File: config.mk
export PLATFORM = sky130hd
export DESIGN_NAME = vtsp_ctrl
export DESIGN_NICKNAME = d
export VERILOG_FILES = /design/src/include/vtsp_pkg.sv /design/src/logic/vtsp_ctrl.sv
export SDC_FILE = /design/constraint.sdc
export NUM_CORES = 1
export LEC_CHECK = 0
export ABC_CLOCK_PERIOD_IN_PS = 2350
export BUFFER_PORTS_ARGS = -buffer_cell sky130_fd_sc_hd__buf_2
export CAP_MARGIN = 20
export CORE_UTILIZATION = 55
export DETAILED_ROUTE_END_ITERATION = 7
export HOLD_SLACK_MARGIN = 0.05
export PLACE_DENSITY = 0.89
export SKIP_LAST_GASP = 1
export SLEW_MARGIN = 20
export SYNTH_ARGS = -nofsm -noshare
export SYNTH_HDL_FRONTEND = slang
export SYNTH_SLANG_ARGS = --single-unit
File: constraint.sdc
create_clock -name MCLK_I -period 2.35 [get_ports MCLK_I]
set_input_delay 0.235 -clock MCLK_I [delete_from_list [all_inputs] [get_ports MCLK_I]]
set_output_delay 0.235 -clock MCLK_I [all_outputs]
set_load 0.1 [all_outputs]
File: src/include/vtsp_pkg.sv
// Purpose: Shared constants and types of the serial transfer port controller
// Assumes: 50 MHz controller clock, 32-bit software register port
// Notes:   Timing counts derive from nanosecond figures at the clock rate
package vtsp_pkg;

    localparam int CLK_MHZ = 50;
    localparam int ROW_W   = 9;
    localparam int COL_W   = 8;
    localparam int DATA_W  = 8;

    // Software register map, byte addresses
    localparam logic [7:0] REG_CMD    = 8'h00;
    localparam logic [7:0] REG_ROW    = 8'h04;
    localparam logic [7:0] REG_TAP    = 8'h08;
    localparam logic [7:0] REG_SDATA  = 8'h0C;
    localparam logic [7:0] REG_STATUS = 8'h10;

    // Command codes written to REG_CMD
    localparam logic [2:0] OP_READ   = 3'h1;
    localparam logic [2:0] OP_SPLIT  = 3'h2;
    localparam logic [2:0] OP_WRITE  = 3'h3;
    localparam logic [2:0] OP_ALTWR  = 3'h4;
    localparam logic [2:0] OP_PSEUDO = 3'h5;
    localparam logic [2:0] OP_SHIFT  = 3'h6;

    // Status field positions
    localparam int ST_BUSY_B   = 0;
    localparam int ST_WMODE_B  = 1;
    localparam int ST_MVALID_B = 2;
    localparam int ST_SPEND_B  = 3;
    localparam int ST_ESEQ_B   = 4;
    localparam int ST_EMODE_B  = 5;
    localparam int ST_FULL_B   = 6;
    localparam int ST_PTR_LSB  = 8;

    // Half boundaries of the data register and the minimum shift gap before a split
    localparam logic [COL_W-1:0] LOW_END  = 8'h7F;
    localparam logic [COL_W-1:0] HIGH_END = 8'hFF;
    localparam logic [1:0]       MIN_SHIFT_GAP = 2'h2;

    // Phase lengths in ns
    localparam int T_SETUP_NS  = 20;
    localparam int T_RASCAS_NS = 40;
    localparam int T_CAS_NS    = 40;
    localparam int T_TRGRAS_NS = 20;
    localparam int T_PRE_NS    = 80;
    localparam int T_SCHI_NS   = 25;
    localparam int T_SCLO_NS   = 25;

    function automatic int cyc(input int ns);
        int c;
        c = (ns * CLK_MHZ + 999) / 1000;
        return (c < 1) ? 1 : c;
    endfunction

    localparam int C_SETUP  = cyc(T_SETUP_NS);
    localparam int C_RASCAS = cyc(T_RASCAS_NS);
    localparam int C_CAS    = cyc(T_CAS_NS);
    localparam int C_TRGRAS = cyc(T_TRGRAS_NS);
    localparam int C_PRE    = cyc(T_PRE_NS);
    localparam int C_SCHI   = cyc(T_SCHI_NS);
    localparam int C_SCLO   = cyc(T_SCLO_NS);

    typedef enum logic [2:0] {
        ST_IDLE, ST_SETUP, ST_RAS, ST_CAS, ST_TRG, ST_PRE, ST_SCHI, ST_SCLO
    } vtsp_state_t;

    typedef struct packed {
        logic              ras_n;
        logic              cas_n;
        logic              xctl_n;
        logic              w_n;
        logic              sfsel;
        logic              spen_n;
        logic              shclk;
        logic [ROW_W-1:0]  addr;
        logic [DATA_W-1:0] sdat_out;
        logic              sdat_oe_n;
    } vtsp_pins_t;

endpackage

File: src/logic/vtsp_ctrl.sv
// Purpose: Controller driving transfer cycles and the serial port of a video DRAM
// Assumes: Software port with one-cycle strobes, read data one cycle later
// Notes:   One command at a time; commands written while busy are dropped
// Operation
// Row strobe falls, transfer control, write and serial enable low: register-to-memory
// Row strobe falls, transfer control and write low, special function high: alternate write
// Enter write mode via pseudo-transfer or transfer write before shifting data in
// Row strobe falls, transfer control low, write high, special function low: full read
// Row strobe falls, transfer control low, write high, special function high: split
// A read transfer loads all 256 register locations from one row
// Random data outputs stay high impedance during read transfers
// Register contents can be shifted out or written back to another row
// After a read transfer, first bit follows shift clock rise after transfer control high
// At least two shift clocks between split reloads and after a read transfer
// Do a full read transfer before the first split transfer
// Split transfer to inactive half may precede boundary 127 or 255
// At a half boundary the counter reloads with the split tap
// Only a read transfer returns the serial port to read mode; here a split transfer also clears write mode
// Serial input is written starting at the tap of the last transfer
// Hold transfer control high at each row strobe fall during serial access
// A transfer write after a read transfer puts the port in write mode
// Serial enable held high as row strobe falls for write-mode control
// Write-mode control turns serial pins from output to input
// Each shift clock rise advances the serial counter by one location
module vtsp_ctrl #(
    parameter int ROW_W  = vtsp_pkg::ROW_W,
    parameter int COL_W  = vtsp_pkg::COL_W,
    parameter int DATA_W = vtsp_pkg::DATA_W
) (
    input  wire logic              MCLK_I,
    input  wire logic              RST_I,
    input  wire logic [7:0]        ADDR_I,
    input  wire logic [31:0]       WDATA_I,
    input  wire logic              WR_I,
    input  wire logic              RD_I,
    output logic      [31:0]       RDATA_O,
    output logic                   RAS_N_O,
    output logic                   CAS_N_O,
    output logic                   TRANSFER_CONTROL_N_O,
    output logic                   W_N_O,
    output logic                   SPECIAL_FUNCTION_SELECT_O,
    output logic                   SERIAL_PORT_ENABLE_N_O,
    output logic                   SERIAL_SHIFT_CLOCK_O,
    output logic      [ROW_W-1:0]  MEM_ADDR_O,
    input  wire logic [DATA_W-1:0] SERIAL_DATA_PINS_I,
    output logic      [DATA_W-1:0] SERIAL_DATA_PINS_O,
    output logic                   SERIAL_DATA_PINS_OE_N_O
);

    typedef struct packed {
        vtsp_pkg::vtsp_state_t st;
        logic [3:0]            tmr;
        logic [2:0]            op;
        logic [ROW_W-1:0]      row;
        logic [COL_W-1:0]      tap;
        logic [DATA_W-1:0]     wdata;
        logic [DATA_W-1:0]     sdata;
        logic [31:0]           rdata;
        vtsp_pkg::vtsp_pins_t  pins;
        logic                  wmode;
        logic                  mvalid;
        logic                  full_done;
        logic [1:0]            shift_since;
        logic [COL_W-1:0]      ptr;
        logic [COL_W-1:0]      split_tap;
        logic                  split_pend;
        logic                  err_seq;
        logic                  err_mode;
        logic [DATA_W-1:0]     pin_s1;
        logic [DATA_W-1:0]     pin_s2;
    } vtsp_ctrl_state_t;

    vtsp_ctrl_state_t s_reg;
    vtsp_ctrl_state_t s_next;
    logic             shift_done;
    logic             at_bound;

    function automatic logic [3:0] ld(input int c);
        return 4'(c - 1);
    endfunction

    function automatic logic is_wr_op(input logic [2:0] op);
        return (op == vtsp_pkg::OP_WRITE) || (op == vtsp_pkg::OP_ALTWR)
            || (op == vtsp_pkg::OP_PSEUDO);
    endfunction

    assign at_bound   = (s_reg.ptr == vtsp_pkg::LOW_END) || (s_reg.ptr == vtsp_pkg::HIGH_END);
    assign shift_done = (s_reg.st == vtsp_pkg::ST_SCLO) && (s_reg.tmr == 4'h0);

    always_comb
    begin
        logic wr_cmd;
        logic [2:0] op_in;
        wr_cmd = WR_I && (ADDR_I == vtsp_pkg::REG_CMD);
        op_in  = WDATA_I[2:0];
        s_next = s_reg;
        s_next.pin_s1 = SERIAL_DATA_PINS_I;
        s_next.pin_s2 = s_reg.pin_s1;
        if (s_reg.tmr != 4'h0)
        begin
            s_next.tmr = s_reg.tmr - 4'h1;
        end

        // Software port
        if (WR_I && ADDR_I == vtsp_pkg::REG_ROW)
        begin
            s_next.row = WDATA_I[ROW_W-1:0];
        end
        if (WR_I && ADDR_I == vtsp_pkg::REG_TAP)
        begin
            s_next.tap = WDATA_I[COL_W-1:0];
        end
        if (WR_I && ADDR_I == vtsp_pkg::REG_SDATA)
        begin
            s_next.wdata = WDATA_I[DATA_W-1:0];
        end
        if (WR_I && ADDR_I == vtsp_pkg::REG_STATUS)
        begin
            if (WDATA_I[vtsp_pkg::ST_ESEQ_B])
            begin
                s_next.err_seq = 1'b0;
            end
            if (WDATA_I[vtsp_pkg::ST_EMODE_B])
            begin
                s_next.err_mode = 1'b0;
            end
        end
        s_next.rdata = 32'h0;
        if (RD_I)
        begin
            unique case (ADDR_I)
                vtsp_pkg::REG_ROW:   s_next.rdata = 32'(s_reg.row);
                vtsp_pkg::REG_TAP:   s_next.rdata = 32'(s_reg.tap);
                vtsp_pkg::REG_SDATA: s_next.rdata = 32'(s_reg.sdata);
                vtsp_pkg::REG_STATUS:
                begin
                    s_next.rdata[vtsp_pkg::ST_BUSY_B]   = s_reg.st != vtsp_pkg::ST_IDLE;
                    s_next.rdata[vtsp_pkg::ST_WMODE_B]  = s_reg.wmode;
                    s_next.rdata[vtsp_pkg::ST_MVALID_B] = s_reg.mvalid;
                    s_next.rdata[vtsp_pkg::ST_SPEND_B]  = s_reg.split_pend;
                    s_next.rdata[vtsp_pkg::ST_ESEQ_B]   = s_reg.err_seq;
                    s_next.rdata[vtsp_pkg::ST_EMODE_B]  = s_reg.err_mode;
                    s_next.rdata[vtsp_pkg::ST_FULL_B]   = s_reg.full_done;
                    s_next.rdata[vtsp_pkg::ST_PTR_LSB +: COL_W] = s_reg.ptr;
                end
                default: s_next.rdata = 32'h0;
            endcase
        end

        unique case (s_reg.st)
            vtsp_pkg::ST_IDLE:
            begin
                if (wr_cmd && op_in == vtsp_pkg::OP_SHIFT)
                begin
                    if (!s_reg.mvalid)
                    begin
                        s_next.err_mode = 1'b1;
                    end
                    else
                    begin
                        // Serial access: transfer control high, data set before clock rise
                        s_next.op            = op_in;
                        s_next.pins.xctl_n   = 1'b1;
                        s_next.pins.spen_n   = 1'b0;
                        s_next.pins.sdat_out = s_reg.wdata;
                        s_next.st            = vtsp_pkg::ST_SETUP;
                        s_next.tmr           = ld(vtsp_pkg::C_SETUP);
                    end
                end
                else if (wr_cmd && op_in == vtsp_pkg::OP_SPLIT
                         && (!s_reg.full_done || s_reg.shift_since < vtsp_pkg::MIN_SHIFT_GAP))
                begin
                    s_next.err_seq = 1'b1;
                end
                else if (wr_cmd && op_in >= vtsp_pkg::OP_READ && op_in <= vtsp_pkg::OP_PSEUDO)
                begin
                    s_next.op          = op_in;
                    s_next.pins.addr   = s_reg.row;
                    s_next.pins.xctl_n = 1'b0;
                    s_next.pins.w_n    = !is_wr_op(op_in);
                    s_next.pins.sfsel  = (op_in == vtsp_pkg::OP_SPLIT)
                                      || (op_in == vtsp_pkg::OP_ALTWR);
                    s_next.pins.spen_n = (op_in != vtsp_pkg::OP_WRITE);
                    s_next.pins.shclk  = 1'b0;
                    if (!is_wr_op(op_in))
                    begin
                        s_next.pins.sdat_oe_n = 1'b1;
                    end
                    s_next.st  = vtsp_pkg::ST_SETUP;
                    s_next.tmr = ld(vtsp_pkg::C_SETUP);
                end
            end
            vtsp_pkg::ST_SETUP:
            begin
                if (s_reg.tmr == 4'h0)
                begin
                    if (s_reg.op == vtsp_pkg::OP_SHIFT)
                    begin
                        s_next.pins.shclk = 1'b1;
                        s_next.st      = vtsp_pkg::ST_SCHI;
                        s_next.tmr     = ld(vtsp_pkg::C_SCHI);
                    end
                    else
                    begin
                        s_next.pins.ras_n = 1'b0;
                        s_next.st         = vtsp_pkg::ST_RAS;
                        s_next.tmr        = ld(vtsp_pkg::C_RASCAS);
                    end
                end
            end
            vtsp_pkg::ST_RAS:
            begin
                if (s_reg.tmr == 4'h0)
                begin
                    s_next.pins.addr  = ROW_W'(s_reg.tap);
                    s_next.pins.cas_n = 1'b0;
                    s_next.st         = vtsp_pkg::ST_CAS;
                    s_next.tmr        = ld(vtsp_pkg::C_CAS);
                end
            end
            vtsp_pkg::ST_CAS:
            begin
                if (s_reg.tmr == 4'h0)
                begin
                    s_next.pins.xctl_n = 1'b1;
                    s_next.st         = vtsp_pkg::ST_TRG;
                    s_next.tmr        = ld(vtsp_pkg::C_TRGRAS);
                end
            end
            vtsp_pkg::ST_TRG:
            begin
                if (s_reg.tmr == 4'h0)
                begin
                    s_next.pins.ras_n = 1'b1;
                    s_next.pins.cas_n = 1'b1;
                    s_next.pins.w_n   = 1'b1;
                    s_next.pins.sfsel  = 1'b0;
                    s_next.pins.spen_n = 1'b1;
                    s_next.st         = vtsp_pkg::ST_PRE;
                    s_next.tmr        = ld(vtsp_pkg::C_PRE);
                end
            end
            vtsp_pkg::ST_PRE:
            begin
                if (s_reg.tmr == 4'h0)
                begin
                    s_next.st          = vtsp_pkg::ST_IDLE;
                    s_next.mvalid      = 1'b1;
                    s_next.shift_since = 2'h0;
                    if (s_reg.op == vtsp_pkg::OP_SPLIT)
                    begin
                        s_next.split_tap  = s_reg.tap;
                        s_next.split_pend = 1'b1;
                        s_next.wmode      = 1'b0;
                    end
                    else
                    begin
                        s_next.ptr        = s_reg.tap;
                        s_next.split_pend = 1'b0;
                        s_next.wmode      = is_wr_op(s_reg.op);
                        s_next.pins.sdat_oe_n = !is_wr_op(s_reg.op);
                        if (s_reg.op == vtsp_pkg::OP_READ)
                        begin
                            s_next.full_done = 1'b1;
                        end
                    end
                end
            end
            vtsp_pkg::ST_SCHI:
            begin
                if (s_reg.tmr == 4'h0)
                begin
                    s_next.pins.shclk = 1'b0;
                    s_next.st      = vtsp_pkg::ST_SCLO;
                    s_next.tmr     = ld(vtsp_pkg::C_SCLO);
                end
            end
            vtsp_pkg::ST_SCLO:
            begin
                if (s_reg.tmr == 4'h0)
                begin
                    s_next.st        = vtsp_pkg::ST_IDLE;
                    s_next.pins.spen_n = 1'b1;
                    if (!s_reg.wmode)
                    begin
                        s_next.sdata = s_reg.pin_s2;
                    end
                    if (s_reg.shift_since != 2'h3)
                    begin
                        s_next.shift_since = s_reg.shift_since + 2'h1;
                    end
                    if (at_bound && s_reg.split_pend)
                    begin
                        s_next.ptr        = s_reg.split_tap;
                        s_next.split_pend = 1'b0;
                    end
                    else
                    begin
                        s_next.ptr = s_reg.ptr + 8'h01;
                    end
                end
            end
        endcase
    end

    always_ff @(posedge MCLK_I)
    begin
        if (RST_I)
        begin
            s_reg              <= '0;
            s_reg.st           <= vtsp_pkg::ST_IDLE;
            s_reg.pins.ras_n   <= 1'b1;
            s_reg.pins.cas_n   <= 1'b1;
            s_reg.pins.xctl_n    <= 1'b1;
            s_reg.pins.w_n       <= 1'b1;
            s_reg.pins.spen_n    <= 1'b1;
            s_reg.pins.sdat_oe_n <= 1'b1;
        end
        else
        begin
            s_reg <= s_next;
        end
    end

    assign RDATA_O                   = s_reg.rdata;
    assign RAS_N_O                   = s_reg.pins.ras_n;
    assign CAS_N_O                   = s_reg.pins.cas_n;
    assign TRANSFER_CONTROL_N_O      = s_reg.pins.xctl_n;
    assign W_N_O                     = s_reg.pins.w_n;
    assign SPECIAL_FUNCTION_SELECT_O = s_reg.pins.sfsel;
    assign SERIAL_PORT_ENABLE_N_O    = s_reg.pins.spen_n;
    assign SERIAL_SHIFT_CLOCK_O      = s_reg.pins.shclk;
    assign MEM_ADDR_O                = s_reg.pins.addr;
    assign SERIAL_DATA_PINS_O        = s_reg.pins.sdat_out;
    assign SERIAL_DATA_PINS_OE_N_O   = s_reg.pins.sdat_oe_n;
endmodule

==> qor.yml, run 1 <==
routed_wl_mm: 13.93
start_util_pct: 56.70
ioPinCount: 109
critPathCaptureType: "flop"
p_int_uw: 3895
antenna_found_initial: 1
slew_headroom_pct: 59.74
final-instance-count-excl-fill: 831
fin_tns_setup_ps: 0
power_density_mw_per_mm2: 796.2
drv_cap: 0
utilization_pct: 65.45
num_vias: 4794
rows: 37
grt_max_degree: 81
yosysWarnings: 0
post-route-period-util_pct: 95.03
dp.cells: 784
hp-class: "primary input to flop"
critical_path_class: "flop to flop"
drt_iter0_drc: 522
crit_required_ps: 2760
place.gp.congestion: 0.9980
seqPwrFrac_pct: 40.5
ir_drop_mv: 0.5461
max_clock_freq_ghz: 0.4478
grt_overflow: 0
setup_slack_ps: 116.9
drv_slew: 0
core_sq_mm: 0.01032
fillers: 796
drive_gt1_share_pct: 21.76
drtPass1Iterations: 6
async_flop_share_pct: 0
largest_reg_flops: 75
combPwrFrac_pct: 11.4
clock_power_share_pct: 48.1
synth-seq-cells: 124
postCtsSetupBuffers: 0
htree_num_levels: 4
root_buffer: "clkbuf_8"
crit_path_max_fanout: 24
port_buffers: 69
netSwitchingPower_uw: 1484
cts_buffers: 17
hold_viol: 0
die_h_um: 105.2
cp.arrival_ps: 2640
insertion_delay_ps: 530
swShare_pct: 27.60
synth_top_area_share_pct: 42.41
ys_seq_area_share_pct: 42.41
synth.area.top_cells: "dfxtp_1 42%, mux2i_1 11%, buf_4 6.4%, nor2_1 5.7%, a21oi_1 3.1%"
nets: 738
cts_sinks: 124
cts_tree: "done"
setup_viol: 0
fp.dieW_um: 105.2
fp.dieArea_sq_mm: 0.01106
p_leak_uw: 0.002818
syn_area_sq_mm: 0.005853
rsz0062_at_grt: "no"
post-place-ws_ps: 199.9
skew_ps: 9.457
avgRoutedWirePerCell_um: 16.77
start_kind: "flop"
postSynthAreaPerCell_sq_um: 9.247
tightestPinTransition_ps: 602.1
post-route-min-period_ps: 2233
grt_pass1_vias: 4508
status: "finished, final reports clean"
yosysTopAreaCell: "dfxtp_1"
route.detailed.drc: 0
clock_path_buffers: 2
drt-vias-per-instance: 5.769
clk_pin_slew_ps: 60
synth_edf_count: 0
grt_pass1_wl_mm: 22.39
syn_inst: 633
synth_flop_cell: "dfxtp_1"
grtUsageTotal_pct: 26.43
dpl.hpwl_mm: 9.574
areaGrowthSynthToFinish_pct: 15.43
yosysUniqueCellTypes: 61
drtAntennaViolNets: 0
-- path summary, 6_finish.rpt --
kind	from	to	slack, ps	depth (start not counted)
setup / recovery	s_reg[138]	s_reg[22]	120	6
hold / removal	RST_I	s_reg[129]	100	2
setup reg to reg	s_reg[138]	s_reg[22]	120	6
hold reg to reg	s_next[2]	s_reg[2]	430	1
-- cell families after synthesis --
kind of cell,count (synthesis),share of synthesized area [%]
mux,70,12.14
other cells,1,0.06407
fa+ha+maj,5,1.069
xor+xnor,6,0.8978
simple gates,228,20.61
compound gates,109,13.19
flops,124,42.41
buf+inv,90,9.619
-- synth_stat cells (9+ instances only) --
| cell type | n |
|---|---|
| dfxtp_1 | 124 |
| a31oi_1 | 11 |
| o21ai_0 | 9 |
| a21oi_1 | 36 |
| clkbuf_1 | 26 |
| nor2_1 | 89 |
| nor2b_1 | 27 |
| a22oi_1 | 9 |
| and2_1 | 10 |
| nor3_1 | 19 |
| nand3_1 | 12 |
| buf_4 | 50 |
| mux2i_1 | 62 |
| nand2_1 | 24 |
-- critical path, stage by stage (launching register included) --
cell and delay (ps):
dfxtp_1 330, buf_4 220, nor4b_1 470, buf_4 220, nand3_1 430, mux2i_1 350, nor2_1 70
-- layout make-up --
| type | instances | area (sq um) | area share, % |
|---|---|---|---|
| Antenna cell | 1 | 2.502 | 0.03704 |
| Clock inverter | 15 | 180.2 | 2.667 |
| Inverter | 4 | 15.01 | 0.2222 |
| Sequential cell | 124 | 2482 | 36.74 |
| Clock buffer | 17 | 414.1 | 6.130 |
| Timing Repair Buffer | 100 | 628.1 | 9.296 |
| Tap cell | 136 | 170.2 | 2.519 |
| Multi-Input combinational cell | 434 | 2864 | 42.39 |
-- layer usage --
metal | vias up | GRT usage, % | part of all wire [%]
met5 | - | 0 | 0
met4 | 0 | 14.29 | 4.0
met3 | 50 | 7.112 | 7.7
met2 | 249 | 42.38 | 47
met1 | 2226 | 32.27 | 41
li1 | 2269 | - | -
-- power groups by stage --
stage	Combinational, uW	Clock (uW)	Sequential (uW)
after floorplan	436	0	2210
after global placement	554	0	2210
after detailed placement	578	0	2220
after CTS	599	2620	2180
after global routing	658	2730	2180
final	613	2590	2180
-- through the flow --
stage	power, uW	area, sq um	hold slack (ps)
floorplan	2648	5909	363.2
global placement	2769	6020	419.7
detailed placement	2799	6020	425.5
CTS	5394	6754	80.91
global route	5572	6754	98.49
finish	5379	6756	97.75
-- cells in the final DEF (no fill, tap or decap), types with 4 or more instances in the layout --
| cell | n |
|---|---|
| dlygate4sd3_1 | 14 |
| nor2b_1 | 27 |
| inv_8 | 4 |
| mux2i_1 | 62 |
| nand2_1 | 24 |
| buf_4 | 17 |
| ha_1 | 5 |
| nand3b_1 | 7 |
| o21ai_0 | 9 |
| o21a_1 | 4 |
| a31oi_1 | 11 |
| a21oi_1 | 36 |
| a22oi_1 | 9 |
| nand3_1 | 12 |
| a311oi_2 | 8 |
| or3_1 | 4 |
| nor2_1 | 89 |
| and2_1 | 10 |
| mux2_2 | 8 |
| clkbuf_16 | 16 |
| a21o_1 | 4 |
| xor2_1 | 4 |
| conb_1 | 16 |
| dfxtp_1 | 124 |
| nor3_1 | 19 |
| buf_2 | 68 |
| nand2b_1 | 6 |
| a211oi_1 | 6 |
| and3_1 | 4 |
-- timing repair --
item	4_1_cts	5_1_grt
endpoints found under the hold margin	22	0
hold buffers	14	0
endpoints found under the setup margin	0	1
gates resized for setup	0	1
(Power assumes the default switching activity.)
==> run 2, diff against run 1 <==
- GPL_TIMING_DRIVEN: not set -> 0
==> run 2 against run 1 <==
Compared with the run above:
- first-iteration DRC count shrank 5.2%
- combinational power up 3%
- cell area increased by 6.1%
- critical path depth grew 4
- sequential power about the same
- largest cell class unchanged
- highest routed layer unchanged
==> qor.yml, run 2 (synthesis gave the netlist of run 1 again) <==
post-route-min-period_ps: 2253
grtUsageTotal_pct: 29.18
max_clock_freq_ghz: 0.4439
grt_overflow: 0
slew_headroom_pct: 35.28
die_h_um: 105.2
crit_required_ps: 2790
skew_ps: 9.500
start_kind: "flop"
fin_tns_setup_ps: 0
hp-class: "primary input to flop"
critical_path_class: "flop to flop"
post-place-ws_ps: -4.349
grt_pass1_vias: 4814
clock_path_buffers: 2
rows: 37
drtPass1Iterations: 7
drv_cap: 0
place.gp.congestion: 0.9706
nets: 806
root_buffer: "clkbuf_8"
fillers: 783
power_density_mw_per_mm2: 761.5
fp.dieArea_sq_mm: 0.01106
mostFrequentLayoutCells: "124 x dfxtp_1, 89 x nor2_1, 73 x buf_2, 62 x mux2i_1, 51 x buf_4"
fp.dieW_um: 105.2
routed_wl_mm: 15.60
status: "finished, final reports clean"
drt-vias-per-instance: 5.610
antenna_found_initial: 0
diodes: 0
drt_iter0_drc: 495
ir_drop_mv: 0.5686
setup_slack_ps: 97.20
cts_tree: "done"
drv_slew: 0
hold_viol: 0
setup_viol: 0
avgRoutedWirePerCell_um: 17.39
cts_buffers: 17
tightestPinTransition_ps: 957.4
htree_num_levels: 4
port_buffers: 67
cp.arrival_ps: 2690
route.detailed.drc: 0
drive_gt1_share_pct: 25.10
crit_path_max_fanout: 11
grt_pass1_wl_mm: 24.74
largest_reg_flops: 75
areaGrowthSynthToFinish_pct: 22.51
insertion_delay_ps: 530
clk_pin_slew_ps: 60
dpl.hpwl_mm: 10.95
num_vias: 5032
p_leak_uw: 0.003073
start_util_pct: 56.70
cts_sinks: 124
grt_max_degree: 17
critPathCaptureType: "flop"
rsz0062_at_grt: "yes"
final_common_cell: "dfxtp_1"
ioPinCount: 109
core_sq_mm: 0.01032
post-route-period-util_pct: 95.86
drtAntennaViolNets: 0
## run 2: what timing repair did
| item | CTS | global route |
|---|---|---|
| pin swaps | 0 | 1 |
| hold endpoints to repair | 22 | 0 |
| hold buffers | 14 | 0 |
| setup buffers | 0 | 1 |
| endpoints found under the setup margin | 1 | 8 |
| resized for setup | 1 | 2 |
## run 2: worst max-delay path, cell delays in order (launching register included)
cell      delay [ps]
dfxtp_1          330
inv_1             90
ha_1             230
nor3b_4          250
inv_1             80
buf_2            210
ha_1             220
or3_1            380
nand2_1           80
nor3b_1           50
a311oi_1         230
## run 2: per-stage QoR
| stage | hold slack (ps) | cell area (sq um) | std cells | util, % | power, uW |
|---|---|---|---|---|---|
| 2_1_floorplan | 363.2 | 5909 | 648 | - | 2648 |
| 3_3_place_gp | 418.1 | 6415 | 851 | 62.14 | 2768 |
| 3_5_place_dp | 429.1 | 6415 | 851 | 62.14 | 2787 |
| 4_1_cts | 82.21 | 7157 | 896 | 69.32 | 5417 |
| 5_1_grt | 118.2 | 7171 | 897 | 69.46 | 5623 |
| 6_report | 95.31 | 7171 | 897 | 69.46 | 5460 |
## run 2: cell type report
cell class / count / area [sq um] / area share (%)
Sequential cell: 124 / 2482 / 34.62
Inverter: 4 / 15.01 / 0.2094
Buffer: 86 / 548.0 / 7.643
Timing Repair Buffer: 82 / 483.0 / 6.735
Multi-Input combinational cell: 434 / 2877 / 40.12
Clock inverter: 12 / 163.9 / 2.286
Tap cell: 136 / 170.2 / 2.373
Clock buffer: 19 / 431.7 / 6.020
## run 2: final timing paths
check                           startpoint            end  slack, ps  cells after the start
worst max-delay path            s_reg[133]     s_reg[133]        100                     10
worst min-delay path                 RST_I  MEM_ADDR_O[8]        100                      3
worst max register to register  s_reg[133]     s_reg[133]        100                     10
worst min register to register   s_next[1]       s_reg[1]        440                      1
## run 2: metal layers
metal / vias to the layer above / share of wire [%] / global-route usage [%]
met5: - / 0 / 0
met4: 0 / 2.7 / 13.28
met3: 40 / 7.7 / 6.176
met2: 268 / 47 / 46.45
met1: 2330 / 43 / 37.92
li1: 2394 / - / -
## run 2: where the power goes
group | leakage [uW] | internal [uW] | total [uW] | switching [uW]
Combinational | 0.00179 | 208 | 631 | 423
Sequential | 0.00100 | 2140 | 2180 | 37.1
Clock | 0.000277 | 1650 | 2650 | 1000
